### src/hw/wwc_pkg.sv
// Operation
// Closed window is timed in slow watchdog clock cycles from the period field.
// Code 0000 gives 8 cycles, each code doubles, up to 8K at 1010.
// Codes 1011 through 1111 give no closed-window timeout.
// Closed-window period field loads from the window-period fuses at power-on.
// With window mode off, only the open timeout period governs expiry.
// Window fields change only when the same write sets the change-allow bit.
// Window mode runs while bit 1 of the window control register is set.
// Window control writes are accepted only inside the timed protection sequence.
// Window change-allow stays writable under the lock fuse.
// Busy flag, status bit 0, sets on control writes being synchronised.
// Busy flag clears by itself once synchronisation completes.
// Synchronisation happens only while the watchdog enable bit is set.
// Software writes zeros into status bits 7 through 1.
// Service during the closed window requests a system reset.
// Open window always follows the closed window; timeout is their sum.
// Watchdog counts on a one-kilohertz tick independent of the bus clock. The code derives its tick from i_clock through the TICK_DIV divider.
// Lock fuse blocks closed-period changes but lets window mode toggle.
// Each service restarts the closed count, then the open count.
package wwc_pkg;
	localparam int CLK_PERIOD_NS = 5;
	localparam int SLOW_PERIOD_NS = 1000000;
	localparam int TICK_CYCLES = SLOW_PERIOD_NS / CLK_PERIOD_NS;
	localparam int SYNC_TICKS = 2;
	localparam int CCP_OPEN_CYCLES = 4;
	// Key value is arbitrary
	localparam logic [7:0] CCP_KEY = 8'h96;
	localparam int ADDR_W = 5;
	localparam logic [2:0] IDX_CTRL = 3'h0;
	localparam logic [2:0] IDX_WINDOW_MODE_CONTROL = 3'h1;
	localparam logic [2:0] IDX_STATUS = 3'h2;
	localparam logic [2:0] IDX_CCP = 3'h3;
	localparam int BIT_CHG = 0;
	localparam int BIT_EN = 1;
	localparam int PER_LSB = 2;
	localparam int PER_W = 4;
	localparam int BIT_BUSY = 0;
	localparam int CNT_W = 14;
	localparam logic [PER_W-1:0] MAX_CODE = 4'ha;
	localparam logic [CNT_W-1:0] BASE_CYCLES = 14'h0008;
	typedef enum logic [1:0] {PH_IDLE, PH_CLOSED, PH_OPEN} wwc_phase_t;
endpackage

### src/hw/wwc_tmr_if.sv
`timescale 1ns/10ps
`default_nettype none
// Carries applied settings into the timer and its reset request back out
interface wwc_tmr_if;
	import wwc_pkg::*;
	logic tick;
	logic enable;
	logic win_en;
	logic [PER_W-1:0] closed_code;
	logic [PER_W-1:0] open_code;
	logic service;
	logic reset_req;
	modport ctl(output tick, enable, win_en, closed_code, open_code, service, input reset_req);
	modport tmr(input tick, enable, win_en, closed_code, open_code, service, output reset_req);
endinterface
`default_nettype wire

### src/hw/wwc_timer.sv
`timescale 1ns/10ps
`default_nettype none
module wwc_timer (
	input wire logic i_clock, // System clock
	input wire logic i_rst_b, // Synchronous reset, active low
	wwc_tmr_if.tmr t // Settings in, reset request out
);
	import wwc_pkg::*;
	typedef struct packed {
		wwc_phase_t phase;
		logic [CNT_W-1:0] cnt;
		logic req;
	} wwc_tmr_t;
	wwc_tmr_t st_q, st_d;
	logic closed_ok, open_ok;
	logic [CNT_W-1:0] closed_len, open_len, cnt_inc;
	wwc_phase_t start_ph;

	// Window lengths; reserved codes disable their timeout
	always_comb begin
		closed_ok = t.win_en && (t.closed_code <= MAX_CODE);
		open_ok = t.open_code <= MAX_CODE;
		closed_len = BASE_CYCLES << t.closed_code;
		open_len = BASE_CYCLES << t.open_code;
		start_ph = closed_ok ? PH_CLOSED : PH_OPEN;
		cnt_inc = st_q.cnt + 14'h0001;
	end

	// Phase sequencing; counts advance only on slow ticks
	always_comb begin
		st_d = st_q;
		if (!t.enable) begin
			st_d.phase = PH_IDLE;
			st_d.cnt = '0;
		end else if (t.service) begin
			if (st_q.phase == PH_CLOSED) begin
				st_d.req = 1'b1;
			end
			st_d.phase = start_ph;
			st_d.cnt = '0;
		end else if (st_q.phase == PH_IDLE) begin
			st_d.phase = start_ph;
			st_d.cnt = '0;
		end else if (t.tick) begin
			st_d.cnt = cnt_inc;
			if (st_q.phase == PH_CLOSED && cnt_inc >= closed_len) begin
				st_d.phase = PH_OPEN;
				st_d.cnt = '0;
			end else if (st_q.phase == PH_OPEN && open_ok && cnt_inc >= open_len) begin
				st_d.req = 1'b1;
			end
		end
	end

	// Request stays until system reset so it cannot be missed
	always_ff @(posedge i_clock) begin
		if (!i_rst_b) begin
			st_q <= '{phase: PH_IDLE, cnt: '0, req: 1'b0};
		end else begin
			st_q <= st_d;
		end
	end
	assign t.reset_req = st_q.req;
endmodule
`default_nettype wire

### src/hw/wwc_top.sv
// The Avalon-MM interface to the registers is this design's own decision.
`timescale 1ns/10ps
`default_nettype none
module wwc_top #(
	parameter int TICK_DIV = wwc_pkg::TICK_CYCLES // Bus cycles per watchdog tick
) (
	input wire logic i_clock, // 200 MHz system clock
	input wire logic i_rst_b, // Synchronous reset, active low
	input wire logic [wwc_pkg::ADDR_W-1:0] i_address, // Avalon byte address
	input wire logic i_read, // Avalon read
	input wire logic i_write, // Avalon write
	input wire logic [31:0] i_writedata, // Avalon write data
	input wire logic [3:0] i_byteenable, // Avalon byte enables
	output logic [31:0] o_readdata, // Avalon read data
	output logic o_waitrequest, // Avalon wait request
	input wire logic [wwc_pkg::PER_W-1:0] i_fuse_open_period, // Open period fuses
	input wire logic [wwc_pkg::PER_W-1:0] i_window_period_fuses, // Closed period fuses
	input wire logic i_fuse_enable, // Enable fuse
	input wire logic i_lock_fuse, // Watchdog lock fuse
	input wire logic i_service, // Service instruction pulse
	output logic o_reset_req // System reset request
);
	import wwc_pkg::*;
	localparam int DIV_W = $clog2(TICK_DIV + 1);
	localparam logic [DIV_W-1:0] DIV_LAST = DIV_W'(TICK_DIV - 1);
	localparam logic [1:0] SYNC_LAST = 2'(SYNC_TICKS - 1);
	localparam logic [2:0] CCP_LOAD = 3'(CCP_OPEN_CYCLES);

	typedef struct packed {
		logic ack;
		logic [31:0] rdata;
		logic [PER_W-1:0] open_timeout_period;
		logic en;
		logic [PER_W-1:0] closed_window_period;
		logic wen;
		logic [PER_W-1:0] a_per;
		logic a_en;
		logic [PER_W-1:0] a_closed_window_period;
		logic a_wen;
		logic busy;
		logic [1:0] sync_cnt;
		logic [2:0] ccp_cnt;
		logic [DIV_W-1:0] div;
		logic tick;
	} wwc_ctl_t;
	wwc_ctl_t st_q, st_d;
	wwc_tmr_if tif();
	logic [2:0] idx;
	logic wr_go, prot, ctrl_ok, win_ok;
	logic [7:0] wd;

	// Timer sees only settings that have reached the slow domain
	assign tif.tick = st_q.tick;
	assign tif.enable = st_q.a_en;
	assign tif.win_en = st_q.a_wen;
	assign tif.closed_code = st_q.a_closed_window_period;
	assign tif.open_code = st_q.a_per;
	assign tif.service = i_service;

	wwc_timer u_timer (
		.i_clock(i_clock),
		.i_rst_b(i_rst_b),
		.t(tif.tmr)
	);

	// Write qualification; lane 0 holds all eight register bits
	always_comb begin
		idx = i_address[ADDR_W-1:2];
		wd = i_writedata[7:0];
		wr_go = st_q.ack && i_write && i_byteenable[0];
		prot = st_q.ccp_cnt != 3'h0;
		ctrl_ok = wr_go && idx == IDX_CTRL && prot && !i_lock_fuse && wd[BIT_CHG];
		win_ok = wr_go && idx == IDX_WINDOW_MODE_CONTROL && prot && wd[BIT_CHG];
	end

	// Bus slave, protection window, divider and synchroniser
	always_comb begin
		st_d = st_q;
		// One wait state: answer lands the cycle after the request is seen
		st_d.ack = (i_read || i_write) && !st_q.ack;
		if ((i_read || i_write) && !st_q.ack) begin
			case (idx)
				IDX_CTRL: st_d.rdata = {24'h0, 2'h0, st_q.open_timeout_period, st_q.en, 1'b0};
				IDX_WINDOW_MODE_CONTROL: st_d.rdata = {24'h0, 2'h0, st_q.closed_window_period, st_q.wen, 1'b0};
				IDX_STATUS: st_d.rdata = {31'h0, st_q.busy};
				default: st_d.rdata = 32'h0;
			endcase
		end
		// Key opens a short window for protected writes
		if (st_q.ccp_cnt != 3'h0) begin
			st_d.ccp_cnt = st_q.ccp_cnt - 3'h1;
		end
		if (wr_go && idx == IDX_CCP && wd == CCP_KEY) begin
			st_d.ccp_cnt = CCP_LOAD;
		end
		if (ctrl_ok) begin
			st_d.open_timeout_period = wd[PER_LSB +: PER_W];
			st_d.en = wd[BIT_EN];
		end
		if (win_ok) begin
			st_d.wen = wd[BIT_EN];
			if (!i_lock_fuse) begin
				st_d.closed_window_period = wd[PER_LSB +: PER_W];
			end
		end
		// Slow tick divider
		st_d.tick = 1'b0;
		if (st_q.div == DIV_LAST) begin
			st_d.div = '0;
			st_d.tick = 1'b1;
		end else begin
			st_d.div = st_q.div + DIV_W'(1);
		end
		// Crossing into the slow domain lasts a fixed number of ticks
		if (!st_d.en) begin
			st_d.busy = 1'b0;
			st_d.sync_cnt = 2'h0;
			st_d.a_en = 1'b0;
			st_d.a_per = st_d.open_timeout_period;
			st_d.a_closed_window_period = st_d.closed_window_period;
			st_d.a_wen = st_d.wen;
		end else if (ctrl_ok || win_ok) begin
			st_d.busy = 1'b1;
			st_d.sync_cnt = 2'h0;
		end else if (st_q.busy && st_q.tick) begin
			if (st_q.sync_cnt == SYNC_LAST) begin
				st_d.busy = 1'b0;
				st_d.a_en = st_q.en;
				st_d.a_per = st_q.open_timeout_period;
				st_d.a_closed_window_period = st_q.closed_window_period;
				st_d.a_wen = st_q.wen;
			end else begin
				st_d.sync_cnt = st_q.sync_cnt + 2'h1;
			end
		end
	end

	// Fuse values land at reset, so the first watchdog period is fused
	always_ff @(posedge i_clock) begin
		if (!i_rst_b) begin
			st_q <= '0;
			st_q.open_timeout_period <= i_fuse_open_period;
			st_q.a_per <= i_fuse_open_period;
			st_q.closed_window_period <= i_window_period_fuses;
			st_q.a_closed_window_period <= i_window_period_fuses;
			st_q.en <= i_fuse_enable;
			st_q.a_en <= i_fuse_enable;
		end else begin
			st_q <= st_d;
		end
	end

	// Outputs straight from flops
	always_ff @(posedge i_clock) begin
		if (!i_rst_b) begin
			o_waitrequest <= 1'b1;
			o_reset_req <= 1'b0;
		end else begin
			o_waitrequest <= !st_d.ack;
			o_reset_req <= tif.reset_req;
		end
	end
	assign o_readdata = st_q.rdata;
endmodule
`default_nettype wire

### config.mk
export PLATFORM = sky130hd
export DESIGN_NAME = wwc_top
export DESIGN_NICKNAME = d
export VERILOG_FILES = /design/src/hw/wwc_pkg.sv /design/src/hw/wwc_tmr_if.sv /design/src/hw/wwc_timer.sv /design/src/hw/wwc_top.sv
export SDC_FILE = /design/constraint.sdc
export NUM_CORES = 1
export LEC_CHECK = 0
export BUFFER_PORTS_ARGS = -buffer_cell sky130_fd_sc_hd__buf_2
export CAP_MARGIN = 15
export CORE_MARGIN = 10
export CORE_UTILIZATION = 25
export CTS_BUF_LIST = sky130_fd_sc_hd__clkbuf_16
export CTS_CLUSTER_DIAMETER = 200
export DETAILED_ROUTE_END_ITERATION = 7
export PLACE_DENSITY = 0.45
export SKIP_CTS_REPAIR_TIMING = 1
export SYNTH_ARGS = -nofsm -noshare
export SYNTH_HDL_FRONTEND = slang
export SYNTH_SLANG_ARGS = --single-unit
### constraint.sdc
create_clock -name i_clock -period 7.25 [get_ports i_clock]
set_clock_uncertainty 0.1 [all_clocks]
set_input_delay 0.725 -clock i_clock [delete_from_list [all_inputs] [get_ports i_clock]]
set_output_delay 0.725 -clock i_clock [all_outputs]
set_load 0.02 [all_outputs]
# After elaboration in Yosys (flattened, before gate mapping)
# Cells that the tools add are included.
# Widths: inputs -> output; s select.
[op_classes]
addsub = 4
order_cmp = 4
eq_ne = 17
shifts = 2
muxes = 24
n_bitwise = 4
n_reduce_logical = 44
[op_table]
columns = ["op", "count"]
rows = [
  ["$mux 45", 1],
  ["$mux 17", 2],
  ["$mux 16", 2],
  ["$ge 14x14->1", 2],
  ["$shl 4x4->14 const A", 2],
  ["$mux 13", 2],
  ["$add 18x1->18 const B", 1],
  ["$eq 18x18->1 const B", 1],
  ["$mux 18", 1],
  ["$pmux 6 s3", 1],
  ["$logic_and 1x1->1", 17],
  ["$add 14x1->14 const B", 1],
  ["$mux 11", 1],
  ["$mux 10", 1],
  ["$mux 5", 2],
  ["$reduce_and 2->1", 5],
  ["$reduce_bool 2->1", 5],
  ["$mux 3", 3],
  ["$reduce_bool 3->1", 3],
  ["$eq 8x8->1 const B", 1],
  ["$le 4x4->1 const B", 2],
  ["$eq 3x2->1 const B", 2],
  ["$ne 2x1->1 const B", 3],
  ["$ne 2x2->1 const B", 3],
  ["20 further kinds", 35],
]
[word_totals]
regBits = 71
input_bits = 56
output_inout_bits = 34
wordCells = 120

# Logic depth before layout (Yosys ltp)
[depth]
word_depth = 10
depth_mapped = 13
depth_no_buf = 12

# By module
# From an unflattened synthesis, not the netlist that was laid out.
[unflattened]
hier_cells = 545
hier_area_um2 = 4594.4
[by_module_without_submodules]
columns = ["mod", "n_inst", "cells_each", "area_each_um2", "seq_area_each_um2"]
rows = [
  ["wwc_top", 1, 320, 2807.7, 1171.1],
  ["wwc_timer", 1, 225, 1786.7, 340.3],
]

# Worst setup path before layout
# Ideal clock, no wire load.
[synth_path]
kind = "register -> register"
from = "register u_timer.st_q[4] (netlist bit)"
to = "register u_timer.st_q[16] (netlist bit)"
setup_time_ns = 0.117
t_arrival_ns = 2.576
required_ns = 7.033
setup_slack_ns = 4.456
stages_incl_launch_ff = 13
path_buffers = 2
synth_period_minus_slack_ns = 2.794
cell_sequence = "dfxtp_1 buf_2 nand3_1 nor4_1 xor2_1 ha_1 and3_1 nand3_1 a31oi_1 a211oi_1 buf_4 o21ai_1 a32o_1"
[synth_between]
elab_chain_cells = 5
[synth_rtl]
columns = ["element", "line", "source"]
rows = [
  ["start: declaration", "wwc_timer.sv:14", "wwc_tmr_t st_q, st_d;"],
  ["start signal: assignment", "wwc_timer.sv:58", "st_q <= '{phase: PH_IDLE, cnt: '0, req: 1'b0};"],
  ["start signal: assignment", "wwc_timer.sv:60", "st_q <= st_d;"],
  ["$add 14x1->14", "wwc_timer.sv:26", "cnt_inc = st_q.cnt + 14'h0001;"],
  ["$ge 14x14->1", "wwc_timer.sv:46", "if (st_q.phase == PH_CLOSED && cnt_inc >= closed_len) begin"],
  ["$logic_and 1x1->1", "wwc_timer.sv:46", ""],
  ["$reduce_bool 3->1 (no line)", "-", ""],
  ["$reduce_and 2->1 (no line)", "-", ""],
]
# Every way passes these cells.
# A chain may end at the register's enable or synchronous reset.

# Worst setup path in the final report
[layout_path]
from = "register u_timer.st_q[6] (netlist bit)"
to = "register u_timer.st_q[6] (netlist bit)"
[layout_between]
elab_chain_cells = 4
[layout_rtl]
columns = ["element", "line"]
rows = [
  ["$add 14x1->14 (*)", "wwc_timer.sv:26"],
  ["$ge 14x14->1", "wwc_timer.sv:46"],
  ["$logic_and 1x1->1", "wwc_timer.sv:46"],
  ["$mux 16 (*)", "wwc_timer.sv:46"],
]
# Every way passes the cells marked *; elsewhere a longest branch is shown, timed or not. The select of a mux whose other input is x is not followed.

==> impl_metrics.env <==
export IMPL_synth_flop_cell="dfxtp_1"
export IMPL_period_needed_ns=3.44
export IMPL_ant_nets=0
export IMPL_routedWlPerCell_um=14.1
export IMPL_synthAdderAreaFrac=0.0674
export IMPL_gp_congestion=0.833
export IMPL_clk_pin_slew_worst_paths_ns=0.06
export IMPL_ys_seq_area_frac=0.339
export IMPL_syn_area_per_cell_sq_um=8.48
export IMPL_required_ns=7.34
export IMPL_grt_max_degree=26
export IMPL_yosys_register_bits=71
export IMPL_fp_row_count=48
export IMPL_yosys_warnings=0
export IMPL_globalRouteOverflowTotal=0
export IMPL_max_slew_margin_rel=0.497
export IMPL_core_sq_um=17400
export IMPL_cts_root_buffer="clkbuf_16"
export IMPL_arrival_ns=3.54
export IMPL_fmax_mhz=291
export IMPL_drtIter0Drc=303
export IMPL_synthCells=525
export IMPL_synth_area_sq_um=4450
export IMPL_rsz0062_at_grt="false"
export IMPL_vias=3630
export IMPL_hold_ws_ns=0.361
export IMPL_die_height_um=153
export IMPL_clock_sinks=71
export IMPL_synth_async_reset_ratio=0
export IMPL_setup_worst_path_start_class="flip-flop"
export IMPL_io_pin_count=90
export IMPL_hp_class="flip-flop to flip-flop"
export IMPL_die_w_um=153
export IMPL_grt_pass1_wl_mm=18.0
export IMPL_tritoncts="yes"
export IMPL_setup_viol=0
export IMPL_power_leakage_uw=0.00191
export IMPL_status="finished, final reports clean"
export IMPL_wl_mm=11.0
export IMPL_worstSetupPathType="flip-flop to flip-flop"
export IMPL_drc=0
export IMPL_drv_cap=0
export IMPL_cts_buffers=9
export IMPL_synth_top_family_by_area="simple AND/OR/NAND/NOR gates"
export IMPL_drtPass1Iterations=4
export IMPL_die_area_sq_um=23600
export IMPL_synth_edff_count=9
export IMPL_antenna_found_initial=0
export IMPL_grt_total_usage=0.0934
export IMPL_finish_net_count=626
export IMPL_crit_path_end_kind="flip-flop"
export IMPL_clk_latency_ns=0.34
export IMPL_synth_compound_area_frac=0.165
export IMPL_htreeDepth=3
export IMPL_powerDensity_nw_per_um2=205
export IMPL_syn2layout_area_growth_pct=12.2
export IMPL_fillers=1851
export IMPL_layout_drive_gt1_share=0.131
export IMPL_clock_path_buffers=2
export IMPL_crit_fanout=11
export IMPL_hold_viol_final=0
export IMPL_via_per_inst=4.68
export IMPL_synth_distinct_cells=64
export IMPL_finalMaxSlewViolations=0
export IMPL_synth_simple_gate_area_frac=0.238
export IMPL_worstMarginPinSlew_ns=0.753
export IMPL_post_route_period_util=0.475
export IMPL_antenna_cells=0
export IMPL_dp_hpwl_mm=8.38
export IMPL_synthXorXnorAreaFrac=0.0590
export IMPL_initial_core_util=0.257
export IMPL_synthMuxAreaShare=0.0396
export IMPL_first_global_vias=3527
export IMPL_ir_worst_vdd_uv=114
export IMPL_tns_ns=0
export IMPL_port_buffers=34
## metrics by stage
stage	std cells	power (uW)	utilization	setup WS [ns]	instance area, sq um
global placement	759	567	0.270	3.80	4680
CTS	775	1040	0.287	3.77	4990
finish	776	1020	0.288	3.81	5000
detailed placement	759	570	0.270	3.78	4680
global route	776	1080	0.288	3.45	5000
floorplan	550	547	-	4.46	4550
## area by class of cell
class	instances	area (sq um)	share of cell area
sequential	71	1510	0.303
multi-input combinational	407	2630	0.527
clock buffer	9	225	0.0451
clock inverter	7	80.1	0.0160
timing repair buffer	36	185	0.0371
tap	225	282	0.0563
inverter	21	78.8	0.0158
## routing by layer
layer	track usage	vias up	routed length, um
li1	-	1852	-
met1	0.109	1706	5020
met2	0.151	64	5240
met3	0.0337	8	551
met4	0.0400	0	162
met5	0	-	0
## registers in the layout, summed over array words and instances (netlist names)
signal and count:
o_readdata 6, o_reset_req 1, o_waitrequest 1, st_q 35, tif.closed_code 4, tif.enable 1
tif.open_code 4, tif.tick 1, tif.win_en 1, u_timer.st_q 16, u_timer.t.reset_req 1
## report_power, final
group | leakage (uW) | switching [uW] | total [uW] | internal [uW]
sequential | 0.000600 | 16.4 | 435 | 419
combinational | 0.00116 | 78.1 | 127 | 49.1
clock | 0.000148 | 190 | 461 | 271
## logic make-up after synthesis
family          after synthesis
flops                        71
simple gates                213
mux                          17
buf+inv                      72
xor+xnor                     30
fa+ha+maj                    24
other cells                   1
compound gates               97
## synth_stat cells, types with 2 or more instances
library cell,n,area [sq um]
a221o_1,6,60.1
and2_1,7,43.8
o21ai_2,5,43.8
o221ai_2,5,75.1
buf_4,33,248
a21oi_1,23,115
o21ai_1,2,10.0
nand4_1,9,56.3
a21o_1,5,37.5
nand2b_1,3,18.8
nor4bb_1,2,20.0
dfxtp_1,62,1240
nor3b_1,2,15.0
nand3b_1,2,15.0
nor4_1,7,43.8
edfxtp_1,9,270
a31oi_1,2,12.5
buf_1,2,7.51
o211ai_1,2,15.0
nor2b_1,16,100
clkbuf_1,10,37.5
nor3_1,13,65.1
and3_1,6,37.5
inv_1,21,78.8
a211oi_1,4,30.0
nand4_2,2,25.0
xnor2_1,14,123
nand2_1,48,180
buf_2,6,30.0
o311ai_0,3,26.3
mux2_2,2,22.5
ha_1,24,300
o2111ai_1,5,43.8
o21bai_1,7,52.6
nor2_1,57,214
xor2_1,16,140
mux2i_1,14,140
nand3_1,30,150
o21ai_0,14,70.1
## layout by cell type, fill, tap and decap left out, types with 16 or more instances in the layout
cell type	n
ha_1	24
dfxtp_1	62
nor2_1	57
buf_2	34
xor2_1	16
nor2b_1	16
inv_1	21
nand2_1	48
a21oi_1	23
nand3_1	30
conb_1	26
## worst max-delay path, cell delays in order (launching register included)
cell and delay [ns]:
dfxtp_1 0.47, nand4_2 0.22, nor4_1 0.46, nand3_1 0.21, xnor2_1 0.20, ha_1 0.35, nand3_1 0.11, a211oi_1 0.23
a211oi_1 0.07, buf_4 0.20, nor3_1 0.54, nor4_1 0.13
## final timing paths
kind	start	to	cells after the start	slack [ns]
max	u_timer.st_q[6]$_SDFFE_PP0P_	u_timer.st_q[6]$_SDFFE_PP0P_	11	3.81
min	o_readdata[1]$_SDFFE_PN0P_	o_readdata[1]$_SDFFE_PN0P_	2	0.36
max reg2reg	u_timer.st_q[6]$_SDFFE_PP0P_	u_timer.st_q[6]$_SDFFE_PP0P_	11	3.81
min reg2reg	o_readdata[1]$_SDFFE_PN0P_	o_readdata[1]$_SDFFE_PN0P_	2	0.36
No activity file was read; power rests on OpenSTA's default activity.
